**config.mk**
```make
export PLATFORM = sky130hd
export DESIGN_NAME = ptb_time_base
export DESIGN_NICKNAME = d
export VERILOG_FILES = /design/src/rtl/ptb_pkg.sv /design/src/rtl/ptb_time_base.sv /design/src/rtl/ptb_prescaler.sv
export SDC_FILE = /design/constraint.sdc
export NUM_CORES = 1
export LEC_CHECK = 0
export BUFFER_PORTS_ARGS = -buffer_cell sky130_fd_sc_hd__buf_2
export CAP_MARGIN = 15
export CORE_UTILIZATION = 56
export DETAILED_ROUTE_END_ITERATION = 6
export PLACE_DENSITY = 0.77
export SYNTH_ARGS = -nofsm -noshare
export SYNTH_HDL_FRONTEND = slang
export SYNTH_SLANG_ARGS = --single-unit
```
**constraint.sdc**
```tcl
create_clock -name aclk -period 3.3 [get_ports aclk]
set_input_delay 0.66 -clock aclk [delete_from_list [all_inputs] [get_ports aclk]]
set_output_delay 0.66 -clock aclk [all_outputs]
set_load 0.01 [all_outputs]
```
**src/rtl/ptb_pkg.sv**
```systemverilog
// Package with register map, field layout and encodings of the PWM time base.
package ptb_pkg;
  localparam int ADDR_W = 6;
  localparam logic [5:0] OFS_CONTROL = 6'h00;
  localparam logic [5:0] OFS_COUNT = 6'h04;
  localparam logic [5:0] OFS_PERIOD = 6'h08;
  localparam logic [5:0] OFS_STATUS = 6'h0c;
  localparam logic [5:0] OFS_CLEAR = 6'h10;
  localparam logic [5:0] OFS_ENABLE = 6'h14;
  localparam logic [5:0] OFS_ACTIVE = 6'h18;
  localparam int CTL_ON = 0;
  localparam int CTL_MODE_LO = 1;
  localparam int CTL_POST_LO = 3;
  localparam int CTL_PRE_LO = 7;
  localparam int CNT_DIR = 15;
  localparam int CNT_W = 15;
  localparam int EV_W = 3;
  localparam int EV_TB = 0;
  localparam int EV_MATCH = 1;
  localparam int EV_ZERO = 2;
  localparam logic [1:0] MODE_FREE = 2'h0;
  localparam logic [1:0] MODE_SINGLE = 2'h1;
  localparam logic [1:0] MODE_UPDN = 2'h2;
  localparam logic [1:0] MODE_DOUBLE = 2'h3;
  localparam logic [5:0] PRE_LIM_1 = 6'h00;
  localparam logic [5:0] PRE_LIM_4 = 6'h03;
  localparam logic [5:0] PRE_LIM_16 = 6'h0f;
  localparam logic [5:0] PRE_LIM_64 = 6'h3f;
  localparam logic [1:0] RESP_OKAY = 2'h0;
  localparam logic [1:0] RESP_SLVERR = 2'h2;
  localparam logic [14:0] PERIOD_RESET = 15'h0000;
  localparam logic [14:0] COUNT_RESET = 15'h0000;
endpackage

```
**src/rtl/ptb_time_base.sv**
```systemverilog
// PWM time base: 15-bit up or up/down counter with AXI4-Lite registers.
//
// Functional notes
// - 15-bit counter, prescaled input, postscaled event output.
// - Count bit 15 reads direction, read-only.
// - Counter runs only while enable bit set.
// - Clearing enable keeps the count value.
// - Match resets or reverses on next tick.
// - Zero period stops counting and all events.
// - Zero active period blocks reload until disabled.
// - Two-bit mode selects one of four modes.
// - Events follow mode and four-bit postscaler.
// - Free running counts up, wraps after match.
// - Free running: postscaled event per wrap.
// - Single shot wraps once, hardware clears enable.
// - Single shot: one event, postscaler ignored.
// - Up/down: postscaled event at zero turnaround.
// - Double update: events at zero and match.
// - Prescaler divides by 1, 4, 16 or 64.
//
// Local design decisions: the address map and the AXI4-Lite register port.
`timescale 1ns/100ps
module ptb_time_base (
  input wire logic aclk, // Instruction clock.
  input wire logic aresetn, // Synchronous reset, active low.
  input wire logic [5:0] s_axi_awaddr, // Write address.
  input wire logic s_axi_awvalid, // Write address valid.
  output logic s_axi_awready, // Write address ready.
  input wire logic [31:0] s_axi_wdata, // Write data.
  input wire logic [3:0] s_axi_wstrb, // Write byte strobes.
  input wire logic s_axi_wvalid, // Write data valid.
  output logic s_axi_wready, // Write data ready.
  output logic [1:0] s_axi_bresp, // Write response.
  output logic s_axi_bvalid, // Write response valid.
  input wire logic s_axi_bready, // Write response ready.
  input wire logic [5:0] s_axi_araddr, // Read address.
  input wire logic s_axi_arvalid, // Read address valid.
  output logic s_axi_arready, // Read address ready.
  output logic [31:0] s_axi_rdata, // Read data.
  output logic [1:0] s_axi_rresp, // Read response.
  output logic s_axi_rvalid, // Read data valid.
  input wire logic s_axi_rready, // Read data ready.
  output logic [14:0] count_out, // Present count.
  output logic count_down_flag, // High while counting down.
  output logic match_pulse, // Count met the period.
  output logic zero_pulse, // Count reached zero.
  output logic event_pulse, // Postscaled time-base event.
  output logic irq // Level interrupt.
);
  // Bus slave state.
  logic awready_ff, wready_ff, arready_ff, bvalid_ff, rvalid_ff;
  logic [5:0] aw_addr_ff;
  logic [31:0] w_data_ff, rdata_ff;
  logic [3:0] w_strb_ff;
  logic [1:0] bresp_ff, rresp_ff;
  // Time-base state.
  logic time_base_on_ff, count_down_flag_ff, irq_ff;
  logic match_ff, zero_ff, event_ff;
  logic [1:0] time_base_mode_sel_ff, prescale_sel_ff;
  logic [3:0] postscale_sel_ff, post_cnt_ff;
  logic [14:0] time_base_count_ff, period_buf_ff, period_act_ff;
  logic [2:0] status_ff, irq_en_ff;
  // Combinational helpers.
  logic wr_fire, wr_ok, wr_ctl, wr_cnt, wr_per;
  logic [31:0] ctl_word, ctl_new, cnt_new, per_new, en_new;
  logic pre_clear, tick, run, at_match, reload, hw_stop;
  logic nxt_match, nxt_zero, post_cand, raw_cand, nxt_event, nxt_dir;
  logic [14:0] nxt_count;
  logic [2:0] ev_set;

  function automatic logic [31:0] merge(input logic [31:0] old,
                                        input logic [31:0] data,
                                        input logic [3:0] strb);
    logic [31:0] res;
    res = old;
    for (int i = 0; i < 4; i++) begin
      if (strb[i]) begin
        res[8*i +: 8] = data[8*i +: 8];
      end
    end
    merge = res;
  endfunction

  function automatic logic mapped(input logic [5:0] a);
    mapped = (a == ptb_pkg::OFS_CONTROL) || (a == ptb_pkg::OFS_COUNT) ||
             (a == ptb_pkg::OFS_PERIOD) || (a == ptb_pkg::OFS_STATUS) ||
             (a == ptb_pkg::OFS_CLEAR) || (a == ptb_pkg::OFS_ENABLE) ||
             (a == ptb_pkg::OFS_ACTIVE);
  endfunction

  // Write path: address and data are caught independently.
  assign wr_fire = !awready_ff && !wready_ff && !bvalid_ff;
  assign wr_ok = mapped(aw_addr_ff);
  assign wr_ctl = wr_fire && (aw_addr_ff == ptb_pkg::OFS_CONTROL);
  assign wr_cnt = wr_fire && (aw_addr_ff == ptb_pkg::OFS_COUNT);
  assign wr_per = wr_fire && (aw_addr_ff == ptb_pkg::OFS_PERIOD);

  assign ctl_word = {23'h000000, prescale_sel_ff, postscale_sel_ff,
                     time_base_mode_sel_ff, time_base_on_ff};
  assign ctl_new = merge(ctl_word, w_data_ff, w_strb_ff);
  assign cnt_new = merge({17'h00000, time_base_count_ff}, w_data_ff,
                         w_strb_ff);
  assign per_new = merge({17'h00000, period_buf_ff}, w_data_ff, w_strb_ff);
  assign en_new = merge({29'h00000000, irq_en_ff}, w_data_ff, w_strb_ff);

  always_ff @(posedge aclk) begin
    if (!aresetn) begin
      awready_ff <= 1'b1;
      aw_addr_ff <= 6'h00;
    end else if (s_axi_awvalid && awready_ff) begin
      awready_ff <= 1'b0;
      aw_addr_ff <= s_axi_awaddr;
    end else if (wr_fire) begin
      awready_ff <= 1'b1;
    end
  end

  always_ff @(posedge aclk) begin
    if (!aresetn) begin
      wready_ff <= 1'b1;
      w_data_ff <= 32'h00000000;
      w_strb_ff <= 4'h0;
    end else if (s_axi_wvalid && wready_ff) begin
      wready_ff <= 1'b0;
      w_data_ff <= s_axi_wdata;
      w_strb_ff <= s_axi_wstrb;
    end else if (wr_fire) begin
      wready_ff <= 1'b1;
    end
  end

  always_ff @(posedge aclk) begin
    if (!aresetn) begin
      bvalid_ff <= 1'b0;
      bresp_ff <= ptb_pkg::RESP_OKAY;
    end else if (wr_fire) begin
      bvalid_ff <= 1'b1;
      bresp_ff <= wr_ok ? ptb_pkg::RESP_OKAY : ptb_pkg::RESP_SLVERR;
    end else if (s_axi_bready) begin
      bvalid_ff <= 1'b0;
    end
  end

  assign s_axi_awready = awready_ff;
  assign s_axi_wready = wready_ff;
  assign s_axi_bvalid = bvalid_ff;
  assign s_axi_bresp = bresp_ff;

  // Read path: one read at a time, data from a register.
  always_ff @(posedge aclk) begin
    if (!aresetn) begin
      rvalid_ff <= 1'b0;
      arready_ff <= 1'b1;
      rdata_ff <= 32'h00000000;
      rresp_ff <= ptb_pkg::RESP_OKAY;
    end else if (s_axi_arvalid && !rvalid_ff) begin
      rvalid_ff <= 1'b1;
      arready_ff <= 1'b0;
      rresp_ff <= mapped(s_axi_araddr) ? ptb_pkg::RESP_OKAY
                                       : ptb_pkg::RESP_SLVERR;
      unique case (s_axi_araddr)
        ptb_pkg::OFS_CONTROL: rdata_ff <= ctl_word;
        ptb_pkg::OFS_COUNT: begin
          rdata_ff <= {16'h0000, count_down_flag_ff,
                       time_base_count_ff};
        end
        ptb_pkg::OFS_PERIOD: rdata_ff <= {17'h00000, period_buf_ff};
        ptb_pkg::OFS_STATUS: rdata_ff <= {29'h00000000, status_ff};
        ptb_pkg::OFS_ENABLE: rdata_ff <= {29'h00000000, irq_en_ff};
        ptb_pkg::OFS_ACTIVE: rdata_ff <= {17'h00000, period_act_ff};
        default: rdata_ff <= 32'h00000000;
      endcase
    end else if (s_axi_rready) begin
      rvalid_ff <= 1'b0;
      arready_ff <= 1'b1;
    end
  end

  assign s_axi_arready = arready_ff;
  assign s_axi_rvalid = rvalid_ff;
  assign s_axi_rdata = rdata_ff;
  assign s_axi_rresp = rresp_ff;

  // Writes to count or control restart both scalers.
  assign pre_clear = wr_ctl || wr_cnt;

  ptb_prescaler u_pre (
    .aclk(aclk),
    .aresetn(aresetn),
    .clear(pre_clear),
    .sel(prescale_sel_ff),
    .tick(tick)
  );

  // A zero active period freezes the counter and its events.
  assign run = time_base_on_ff && tick &&
               (period_act_ff != 15'h0000);
  assign at_match = (time_base_count_ff == period_act_ff);

  always_comb begin
    nxt_count = time_base_count_ff;
    nxt_dir = count_down_flag_ff;
    nxt_match = 1'b0;
    nxt_zero = 1'b0;
    post_cand = 1'b0;
    raw_cand = 1'b0;
    reload = 1'b0;
    hw_stop = 1'b0;
    if (run) begin
      unique case (time_base_mode_sel_ff)
        ptb_pkg::MODE_FREE, ptb_pkg::MODE_SINGLE: begin
          if (at_match) begin
            nxt_count = 15'h0000;
            nxt_match = 1'b1;
            nxt_zero = 1'b1;
            reload = 1'b1;
            if (time_base_mode_sel_ff == ptb_pkg::MODE_SINGLE) begin
              hw_stop = 1'b1;
              raw_cand = 1'b1;
            end else begin
              post_cand = 1'b1;
            end
          end else begin
            nxt_count = time_base_count_ff + 15'h0001;
          end
        end
        ptb_pkg::MODE_UPDN, ptb_pkg::MODE_DOUBLE: begin
          if (!count_down_flag_ff) begin
            if (at_match) begin
              nxt_dir = 1'b1;
              nxt_count = time_base_count_ff - 15'h0001;
              nxt_match = 1'b1;
              raw_cand = (time_base_mode_sel_ff ==
                          ptb_pkg::MODE_DOUBLE);
            end else begin
              nxt_count = time_base_count_ff + 15'h0001;
            end
          end else begin
            nxt_count = time_base_count_ff - 15'h0001;
            if (time_base_count_ff <= 15'h0001) begin
              nxt_count = 15'h0000;
              nxt_dir = 1'b0;
              nxt_zero = 1'b1;
              reload = 1'b1;
              if (time_base_mode_sel_ff == ptb_pkg::MODE_UPDN) begin
                post_cand = 1'b1;
              end else begin
                raw_cand = 1'b1;
              end
            end
          end
        end
      endcase
    end
  end

  // Postscaler passes one of every postscale_sel+1 candidates.
  assign nxt_event = raw_cand ||
                     (post_cand && (post_cnt_ff >= postscale_sel_ff));

  always_ff @(posedge aclk) begin
    if (!aresetn || pre_clear) begin
      post_cnt_ff <= 4'h0;
    end else if (post_cand) begin
      if (post_cnt_ff >= postscale_sel_ff) begin
        post_cnt_ff <= 4'h0;
      end else begin
        post_cnt_ff <= post_cnt_ff + 4'h1;
      end
    end
  end

  // Control register; a software write overrides the hardware stop.
  always_ff @(posedge aclk) begin
    if (!aresetn) begin
      time_base_on_ff <= 1'b0;
      time_base_mode_sel_ff <= ptb_pkg::MODE_FREE;
      postscale_sel_ff <= 4'h0;
      prescale_sel_ff <= 2'h0;
    end else if (wr_ctl) begin
      time_base_on_ff <= ctl_new[ptb_pkg::CTL_ON];
      time_base_mode_sel_ff <= ctl_new[ptb_pkg::CTL_MODE_LO +: 2];
      postscale_sel_ff <= ctl_new[ptb_pkg::CTL_POST_LO +: 4];
      prescale_sel_ff <= ctl_new[ptb_pkg::CTL_PRE_LO +: 2];
    end else if (hw_stop) begin
      time_base_on_ff <= 1'b0;
    end
  end

  // Counter and direction; disabling leaves both as they are.
  always_ff @(posedge aclk) begin
    if (!aresetn) begin
      time_base_count_ff <= ptb_pkg::COUNT_RESET;
      count_down_flag_ff <= 1'b0;
    end else if (wr_cnt) begin
      time_base_count_ff <= cnt_new[ptb_pkg::CNT_W-1:0];
    end else begin
      time_base_count_ff <= nxt_count;
      count_down_flag_ff <= nxt_dir;
    end
  end

  // Period buffer and the active copy used for compares.
  always_ff @(posedge aclk) begin
    if (!aresetn) begin
      period_buf_ff <= ptb_pkg::PERIOD_RESET;
    end else if (wr_per) begin
      period_buf_ff <= per_new[ptb_pkg::CNT_W-1:0];
    end
  end

  always_ff @(posedge aclk) begin
    if (!aresetn) begin
      period_act_ff <= ptb_pkg::PERIOD_RESET;
    end else if (!time_base_on_ff || reload) begin
      period_act_ff <= period_buf_ff;
    end
  end

  // Event pulses toward the rest of the PWM unit.
  always_ff @(posedge aclk) begin
    if (!aresetn) begin
      match_ff <= 1'b0;
      zero_ff <= 1'b0;
      event_ff <= 1'b0;
    end else begin
      match_ff <= nxt_match;
      zero_ff <= nxt_zero;
      event_ff <= nxt_event;
    end
  end

  // Sticky status; a new event wins over a clear in the same cycle.
  assign ev_set = {nxt_zero, nxt_match, nxt_event};

  always_ff @(posedge aclk) begin
    if (!aresetn) begin
      status_ff <= 3'h0;
    end else if (wr_fire && aw_addr_ff == ptb_pkg::OFS_CLEAR &&
                 w_strb_ff[0]) begin
      status_ff <= (status_ff & ~w_data_ff[ptb_pkg::EV_W-1:0]) | ev_set;
    end else begin
      status_ff <= status_ff | ev_set;
    end
  end

  always_ff @(posedge aclk) begin
    if (!aresetn) begin
      irq_en_ff <= 3'h0;
    end else if (wr_fire && aw_addr_ff == ptb_pkg::OFS_ENABLE) begin
      irq_en_ff <= en_new[ptb_pkg::EV_W-1:0];
    end
  end

  always_ff @(posedge aclk) begin
    if (!aresetn) begin
      irq_ff <= 1'b0;
    end else begin
      irq_ff <= |(status_ff & irq_en_ff);
    end
  end

  assign count_out = time_base_count_ff;
  assign count_down_flag = count_down_flag_ff;
  assign match_pulse = match_ff;
  assign zero_pulse = zero_ff;
  assign event_pulse = event_ff;
  assign irq = irq_ff;
endmodule

```
**src/rtl/ptb_prescaler.sv**
```systemverilog
// Prescaler that turns the instruction clock into count ticks.
`timescale 1ns/100ps
module ptb_prescaler (
  input wire logic aclk, // Instruction clock.
  input wire logic aresetn, // Synchronous reset, active low.
  input wire logic clear, // Restarts the division.
  input wire logic [1:0] sel, // Ratio 1:1, 1:4, 1:16 or 1:64.
  output logic tick // One-cycle count tick.
);
  logic [5:0] div_ff;
  logic [5:0] limit;

  function automatic logic [5:0] pre_limit(input logic [1:0] s);
    unique case (s)
      2'h0: pre_limit = ptb_pkg::PRE_LIM_1;
      2'h1: pre_limit = ptb_pkg::PRE_LIM_4;
      2'h2: pre_limit = ptb_pkg::PRE_LIM_16;
      2'h3: pre_limit = ptb_pkg::PRE_LIM_64;
    endcase
  endfunction

  assign limit = pre_limit(sel);
  assign tick = !clear && (div_ff >= limit);

  always_ff @(posedge aclk) begin
    if (!aresetn || clear || tick) begin
      div_ff <= 6'h00;
    end else begin
      div_ff <= div_ff + 6'h01;
    end
  end
endmodule

```
==> impl_metrics.json, run 1 <==
{
  "status": "finished clean",
  "worstMarginPinSlew_ns": 1.262,
  "setup-violations-final": 0,
  "grt_max_degree": 35,
  "cp_common_cell": "o22ai_1",
  "hold_slack_ns": 0.4525,
  "crit_fanout": 14,
  "drv_slew": 0,
  "period_minus_slack_ns": 2.801,
  "post-synth-top-count-cell": "dfxtp_1",
  "nFillCells": 955,
  "cts_tree": "done",
  "totalWireLength_um": 19020,
  "clkSinkCount": 121,
  "start_util_pct": 57.39,
  "path_class": "flip-flop to flip-flop",
  "place_hpwl_um": 13420,
  "fin_setup_tns_ns": 0,
  "met3_length_um": 1763,
  "dieArea_um2": 12090,
  "std_cell_rows": 39,
  "cts_made_buffers": 17,
  "finalClockSkew_ns": 0.005084,
  "io_pins": 116,
  "coreArea_um2": 11370,
  "drive_gt1_share_pct": 20.71,
  "htree_num_levels": 4,
  "final_hold_viol_count": 0,
  "start_kind": "flip-flop",
  "cts_resized": 0,
  "grt_pass1_wl_um": 30350,
  "path_buf_inv": 1,
  "place_congestion": 0.9579,
  "synth_edf_count": 0,
  "critical_path.top_delay_family": "compound AO/OA/AOI/OAI gates",
  "wl_per_cell_um": 18.80,
  "avgSynthCellArea_um2": 8.166,
  "met2_length_um": 8786,
  "cts_root_buf": "clkbuf_16",
  "postCtsSetupBuffers": 0,
  "dr.max_layer_used": "met4",
  "portBuffers": 78,
  "drtAntennaViolNets": 0,
  "syn-cell-area_um2": 6525,
  "synth_top_area_share_pct": 37.12,
  "crit_arrival_ns": 3.08,
  "fmax_mhz": 357.1,
  "synth_ff_type": "dfxtp_1",
  "drt_first_pass_iters": 7,
  "antennaDiodeCount": 0,
  "synth_warnings": 0,
  "ir_drop_mv": 0.5855,
  "clk_latency_ns": 0.42,
  "grt_antenna_before_repair": 0,
  "first_iter_violations": 761,
  "layout.nets": 927,
  "hold_class": "flip-flop to flip-flop",
  "required_ns": 3.58,
  "vias": 6387,
  "crit_slowest_cell": "o211ai_1",
  "drc": 0,
  "ys_seq_elements": 121,
  "power_density_nw_per_um2": 472.3,
  "fp.dieH_um": 109.9,
  "grt-ovfl-total": 0,
  "grt_pass1_vias": 5982,
  "cap_violations": 0,
  "area_delta_synth_final_pct": 15.36,
  "wl_met1_um": 7632,
  "clockBufferDepth": 2,
  "routed_via_density": 6.311,
  "timing.slew.headroom_pct": 15.51,
  "async_reset_ff_share_pct": 0,
  "hold_buffers": 0,
  "period_share_pct": 84.86,
  "cp_cell_sequence": "buf_4, or4_4, nor4_4, nand3_1, o211ai_1, o22ai_1, o2bb2ai_1, o22ai_1",
  "path_clk_slew_ns": 0.06,
  "end_kind": "flip-flop",
  "synth-seq-area-share_pct": 37.12,
  "grtUsageTotal_pct": 33.28,
  "yosys-top-cells-area": "dfxtp_1, nand2_1, a21oi_1",
  "synth_commonest_cells": "dfxtp_1, nand2_1, a21oi_1",
  "synth_cell_type_count": 68,
  "p_leak_uw": 0.002994,
  "slowest_delay_ns": 0.60,
  "yosysTopAreaCell": "dfxtp_1",
  "die_w_um": 109.9,
  "rsz0062_at_grt": "false",
  "synthesis.instances": 799
}
==> report_power, final <==
part	internal (uW)	leakage (uW)	switching (uW)	total, uW
Combinational	53.6	0.00173	108	161
Clock	1200	0.000282	672	1870
Sequential	1490	0.000980	33.6	1520
==> cells in the final DEF (no fill, tap or decap), drive strengths merged, types with 7 or more instances in the layout <==
cell    synthesis  routed
dfxtp         121     121
and3            9       9
a222oi         13      13
conb            1      18
o22ai          10      10
clkbuf         42      20
ha             15      15
nor3           18      18
nand4           7       7
buf            37     101
xnor2          18      18
o21ai          39      39
mux2i          21      21
nor4           13      13
nand2b         11      11
a21oi          73      73
nand2         119     119
nand3          39      39
inv            17      17
nor2           66      66
==> layer usage <==
| metal | track usage (%) | vias to the layer above |
|---|---|---|
| met5 | 0 | - |
| met4 | 16.00 | 0 |
| met3 | 9.188 | 90 |
| met2 | 53.17 | 363 |
| met1 | 41.23 | 2988 |
| li1 | - | 2946 |
==> flip-flops by register name (all words and copies together) (netlist names), 3 cells and up <==
signal / count
aw_addr_ff: 6
u_pre.div_ff: 6
postscale_sel_ff: 4
period_buf_ff: 15
period_act_ff: 15
irq_en_ff: 3
post_cnt_ff: 4
status_ff: 3
s_axi_rdata: 16
count_out: 15
w_data_ff: 15
==> final timing paths <==
kind,start,end,slack (ns),depth (start not counted)
worst max-delay path,count_out[8]$_SDFFE_PN0P_,count_out[5]$_SDFFE_PN0P_,0.50,8
worst min-delay path,aw_addr_ff[5]$_SDFFE_PN0P_,aw_addr_ff[5]$_SDFFE_PN0P_,0.45,2
worst max register to register,count_out[8]$_SDFFE_PN0P_,count_out[5]$_SDFFE_PN0P_,0.50,8
worst min register to register,aw_addr_ff[5]$_SDFFE_PN0P_,aw_addr_ff[5]$_SDFFE_PN0P_,0.45,2
==> through the flow <==
| stage | area (um^2) | total power [uW] | setup WS, ns | util (%) | std cells |
|---|---|---|---|---|---|
| detailed placement | 6932 | 1710 | 0.5818 | 60.97 | 981 |
| global route | 7527 | 3654 | 0.3541 | 66.20 | 1012 |
| floorplan | 6589 | 1662 | 0.8557 | - | 816 |
| CTS | 7527 | 3561 | 0.5547 | 66.20 | 1012 |
| global placement | 6932 | 1703 | 0.6140 | 60.97 | 981 |
| finish | 7527 | 3555 | 0.4995 | 66.20 | 1012 |
==> tightest hold or removal path, stage by stage (launching register included) <==
cell and delay (ns):
dfxtp_1 0.30, nand2_1 0.05, a21oi_1 0.05
==> cell type report <==
class	instances	area [um^2]	share of cell area (%)
clock buffer	20	446.7	5.934
tap	143	178.9	2.377
sequential	121	2422	32.18
inverter	17	63.81	0.8477
clock inverter	11	148.9	1.978
multi-input combinational	599	3691	49.04
timing repair buffer	101	575.6	7.646
==> kinds of logic after synthesis <==
family | after synthesis | synth area share [%]
xor+xnor | 22 | 2.953
mux | 26 | 4.142
other cells | 1 | 0.05747
simple gates | 318 | 24.62
fa+ha+maj | 15 | 2.876
compound gates | 200 | 20.92
flops | 121 | 37.12
buf+inv | 96 | 7.306
Power figures use the tool's default switching activity.
==> inputs of run 2 (changes only) <==
--- a/config.mk
+++ b/config.mk
@@ -7,9 +7,9 @@
 export LEC_CHECK = 0
 export BUFFER_PORTS_ARGS = -buffer_cell sky130_fd_sc_hd__buf_2
 export CAP_MARGIN = 15
-export CORE_UTILIZATION = 56
+export CORE_UTILIZATION = 51
 export DETAILED_ROUTE_END_ITERATION = 6
-export PLACE_DENSITY = 0.77
+export PLACE_DENSITY = 0.74
 export SYNTH_ARGS = -nofsm -noshare
 export SYNTH_HDL_FRONTEND = slang
 export SYNTH_SLANG_ARGS = --single-unit
==> constraint.sdc (replaced) <==
create_clock -name aclk -period 2.5 [get_ports aclk]
set_input_delay 0.5 -clock aclk [delete_from_list [all_inputs] [get_ports aclk]]
set_output_delay 0.5 -clock aclk [all_outputs]
set_load 0.01 [all_outputs]
==> impl_metrics.json, run 2 (same netlist as run 1, synthesis figures left out) <==
{
  "status": "finished clean",
  "area_delta_synth_final_pct": 19.75,
  "cp_cell_sequence": "or4_4, nor4_4, and3_4, mux2i_2, o31a_2, buf_12, nand3_2, o21ai_2",
  "setup-violations-final": 0,
  "drt_first_pass_iters": 6,
  "drc": 0,
  "place_congestion": 0.9217,
  "io_pins": 116,
  "period_share_pct": 96.40,
  "drive_gt1_share_pct": 24.58,
  "period_minus_slack_ns": 2.410,
  "start_kind": "flip-flop",
  "cts_resized": 0,
  "path_class": "flip-flop to flip-flop",
  "htree_num_levels": 4,
  "dieArea_um2": 13250,
  "end_kind": "flip-flop",
  "path_clk_slew_ns": 0.06,
  "wl_per_cell_um": 17.99,
  "finalClockSkew_ns": 0.009786,
  "grt-ovfl-total": 0,
  "crit_arrival_ns": 2.72,
  "grtUsageTotal_pct": 29.99,
  "coreArea_um2": 12260,
  "placed_cells": 1039,
  "antennaDiodeCount": 0,
  "grt_pass1_vias": 5891,
  "die_w_um": 115.1,
  "grt_max_degree": 37,
  "layout.nets": 960,
  "start_util_pct": 53.21,
  "ir_drop_mv": 0.5109,
  "drtAntennaViolNets": 0,
  "fin_cells": 1071,
  "clk_latency_ns": 0.42,
  "crit_fanout": 30,
  "cts_tree": "done",
  "largest_reg_flops": 16,
  "first_iter_violations": 723,
  "routed_via_density": 5.972,
  "place_hpwl_um": 13960,
  "required_ns": 2.81,
  "layout_common_cells": "nand2_1, dfxtp_1, buf_2",
  "portBuffers": 78,
  "worstMarginPinSlew_ns": 0.6313,
  "totalWireLength_um": 19260,
  "crit_slowest_cell": "or4_4",
  "cap_violations": 0,
  "drv_slew": 0,
  "cts_made_buffers": 17,
  "vias": 6396,
  "nFillCells": 1076,
  "postCtsSetupBuffers": 0,
  "timing.slew.headroom_pct": 57.53,
  "cts_root_buf": "clkbuf_16",
  "clockBufferDepth": 2,
  "power_density_nw_per_um2": 571.6,
  "p_leak_uw": 0.003140,
  "fmax_mhz": 415.0,
  "final_hold_viol_count": 0,
  "hold_class": "input port to flip-flop",
  "slowest_delay_ns": 0.55,
  "grt_pass1_wl_um": 30070,
  "grt_antenna_before_repair": 0,
  "clkSinkCount": 121,
  "std_cell_rows": 40,
  "hold_buffers": 0,
  "fin_total_pwr_uw": 4466,
  "fp.dieH_um": 115.1
}
## run 2: cell count changes in the layout (fill, tap and decap cells not counted), moves of 2 or more
cell,change
buf_4,+30
buf_12,+3
bufinv_16,-3
clkinvlp_4,+2
dfxtp_1,-2
dfxtp_2,+2
inv_6,+2
## run 2: power by group
group / switching (uW) / leakage, uW / internal (uW)
registers: 45.4 / 0.000981 / 1960
clock network: 936 / 0.000249 / 1300
logic: 146 / 0.00191 / 77.5
total: 1130 / 0.00314 / 3340
## run 2: area by class of cell
cell class                      instances  area (um^2)  area share (%)
Multi-Input combinational cell        599         3712           47.51
Sequential cell                       121         2425           31.03
Timing Repair Buffer                  134        860.8           11.02
Clock buffer                           20        446.7           5.717
Tap cell                              168        210.2           2.690
Clock inverter                         12        95.09           1.217
Inverter                               17        63.81          0.8167
## run 2: final timing paths
check | end | depth (start not counted) | slack, ns | from
max | period_act_ff[4]$_SDFFE_PN0P_ | 8 | 0.09 | count_out[5]$_SDFFE_PN0P_
min | w_data_ff[0]$_SDFFE_PN0P_ | 3 | 0.31 | s_axi_wdata[0]
max reg2reg | period_act_ff[4]$_SDFFE_PN0P_ | 8 | 0.09 | count_out[5]$_SDFFE_PN0P_
min reg2reg | s_axi_rdata[15]$_SDFFE_PN0P_ | 2 | 0.46 | s_axi_rdata[15]$_SDFFE_PN0P_
## run 2: through the flow
stage                     util, %  setup WS, ns  hold WS (ns)  setup TNS (ns)  area (um^2)
after floorplan                 -       0.05575        0.4256               0         6589
after global placement      59.11        0.1033        0.4391               0         7248
after detailed placement    59.11       0.05216        0.4468               0         7248
after CTS                   63.53       0.03841        0.3025               0         7790
after global routing        63.72     -0.003886        0.3103       -0.004192         7814
final                       63.72       0.09011        0.3124               0         7814
## run 2: layer usage
metal	vias up	global-route usage [%]	share of wire, %
met2	350	49.16	48
met1	2985	37.34	40
li1	3019	-	-
met3	42	8.698	9.7
met4	0	11.26	2.1
met5	-	0	0
## run 2: critical path: cells and delay by family, from the launching register on
kind / cells / cell delay [ns]
buf+inv: 1 / 0.18
simple gates: 4 / 1.21
flops: 1 / 0.37
mux: 1 / 0.09
compound gates: 2 / 0.42
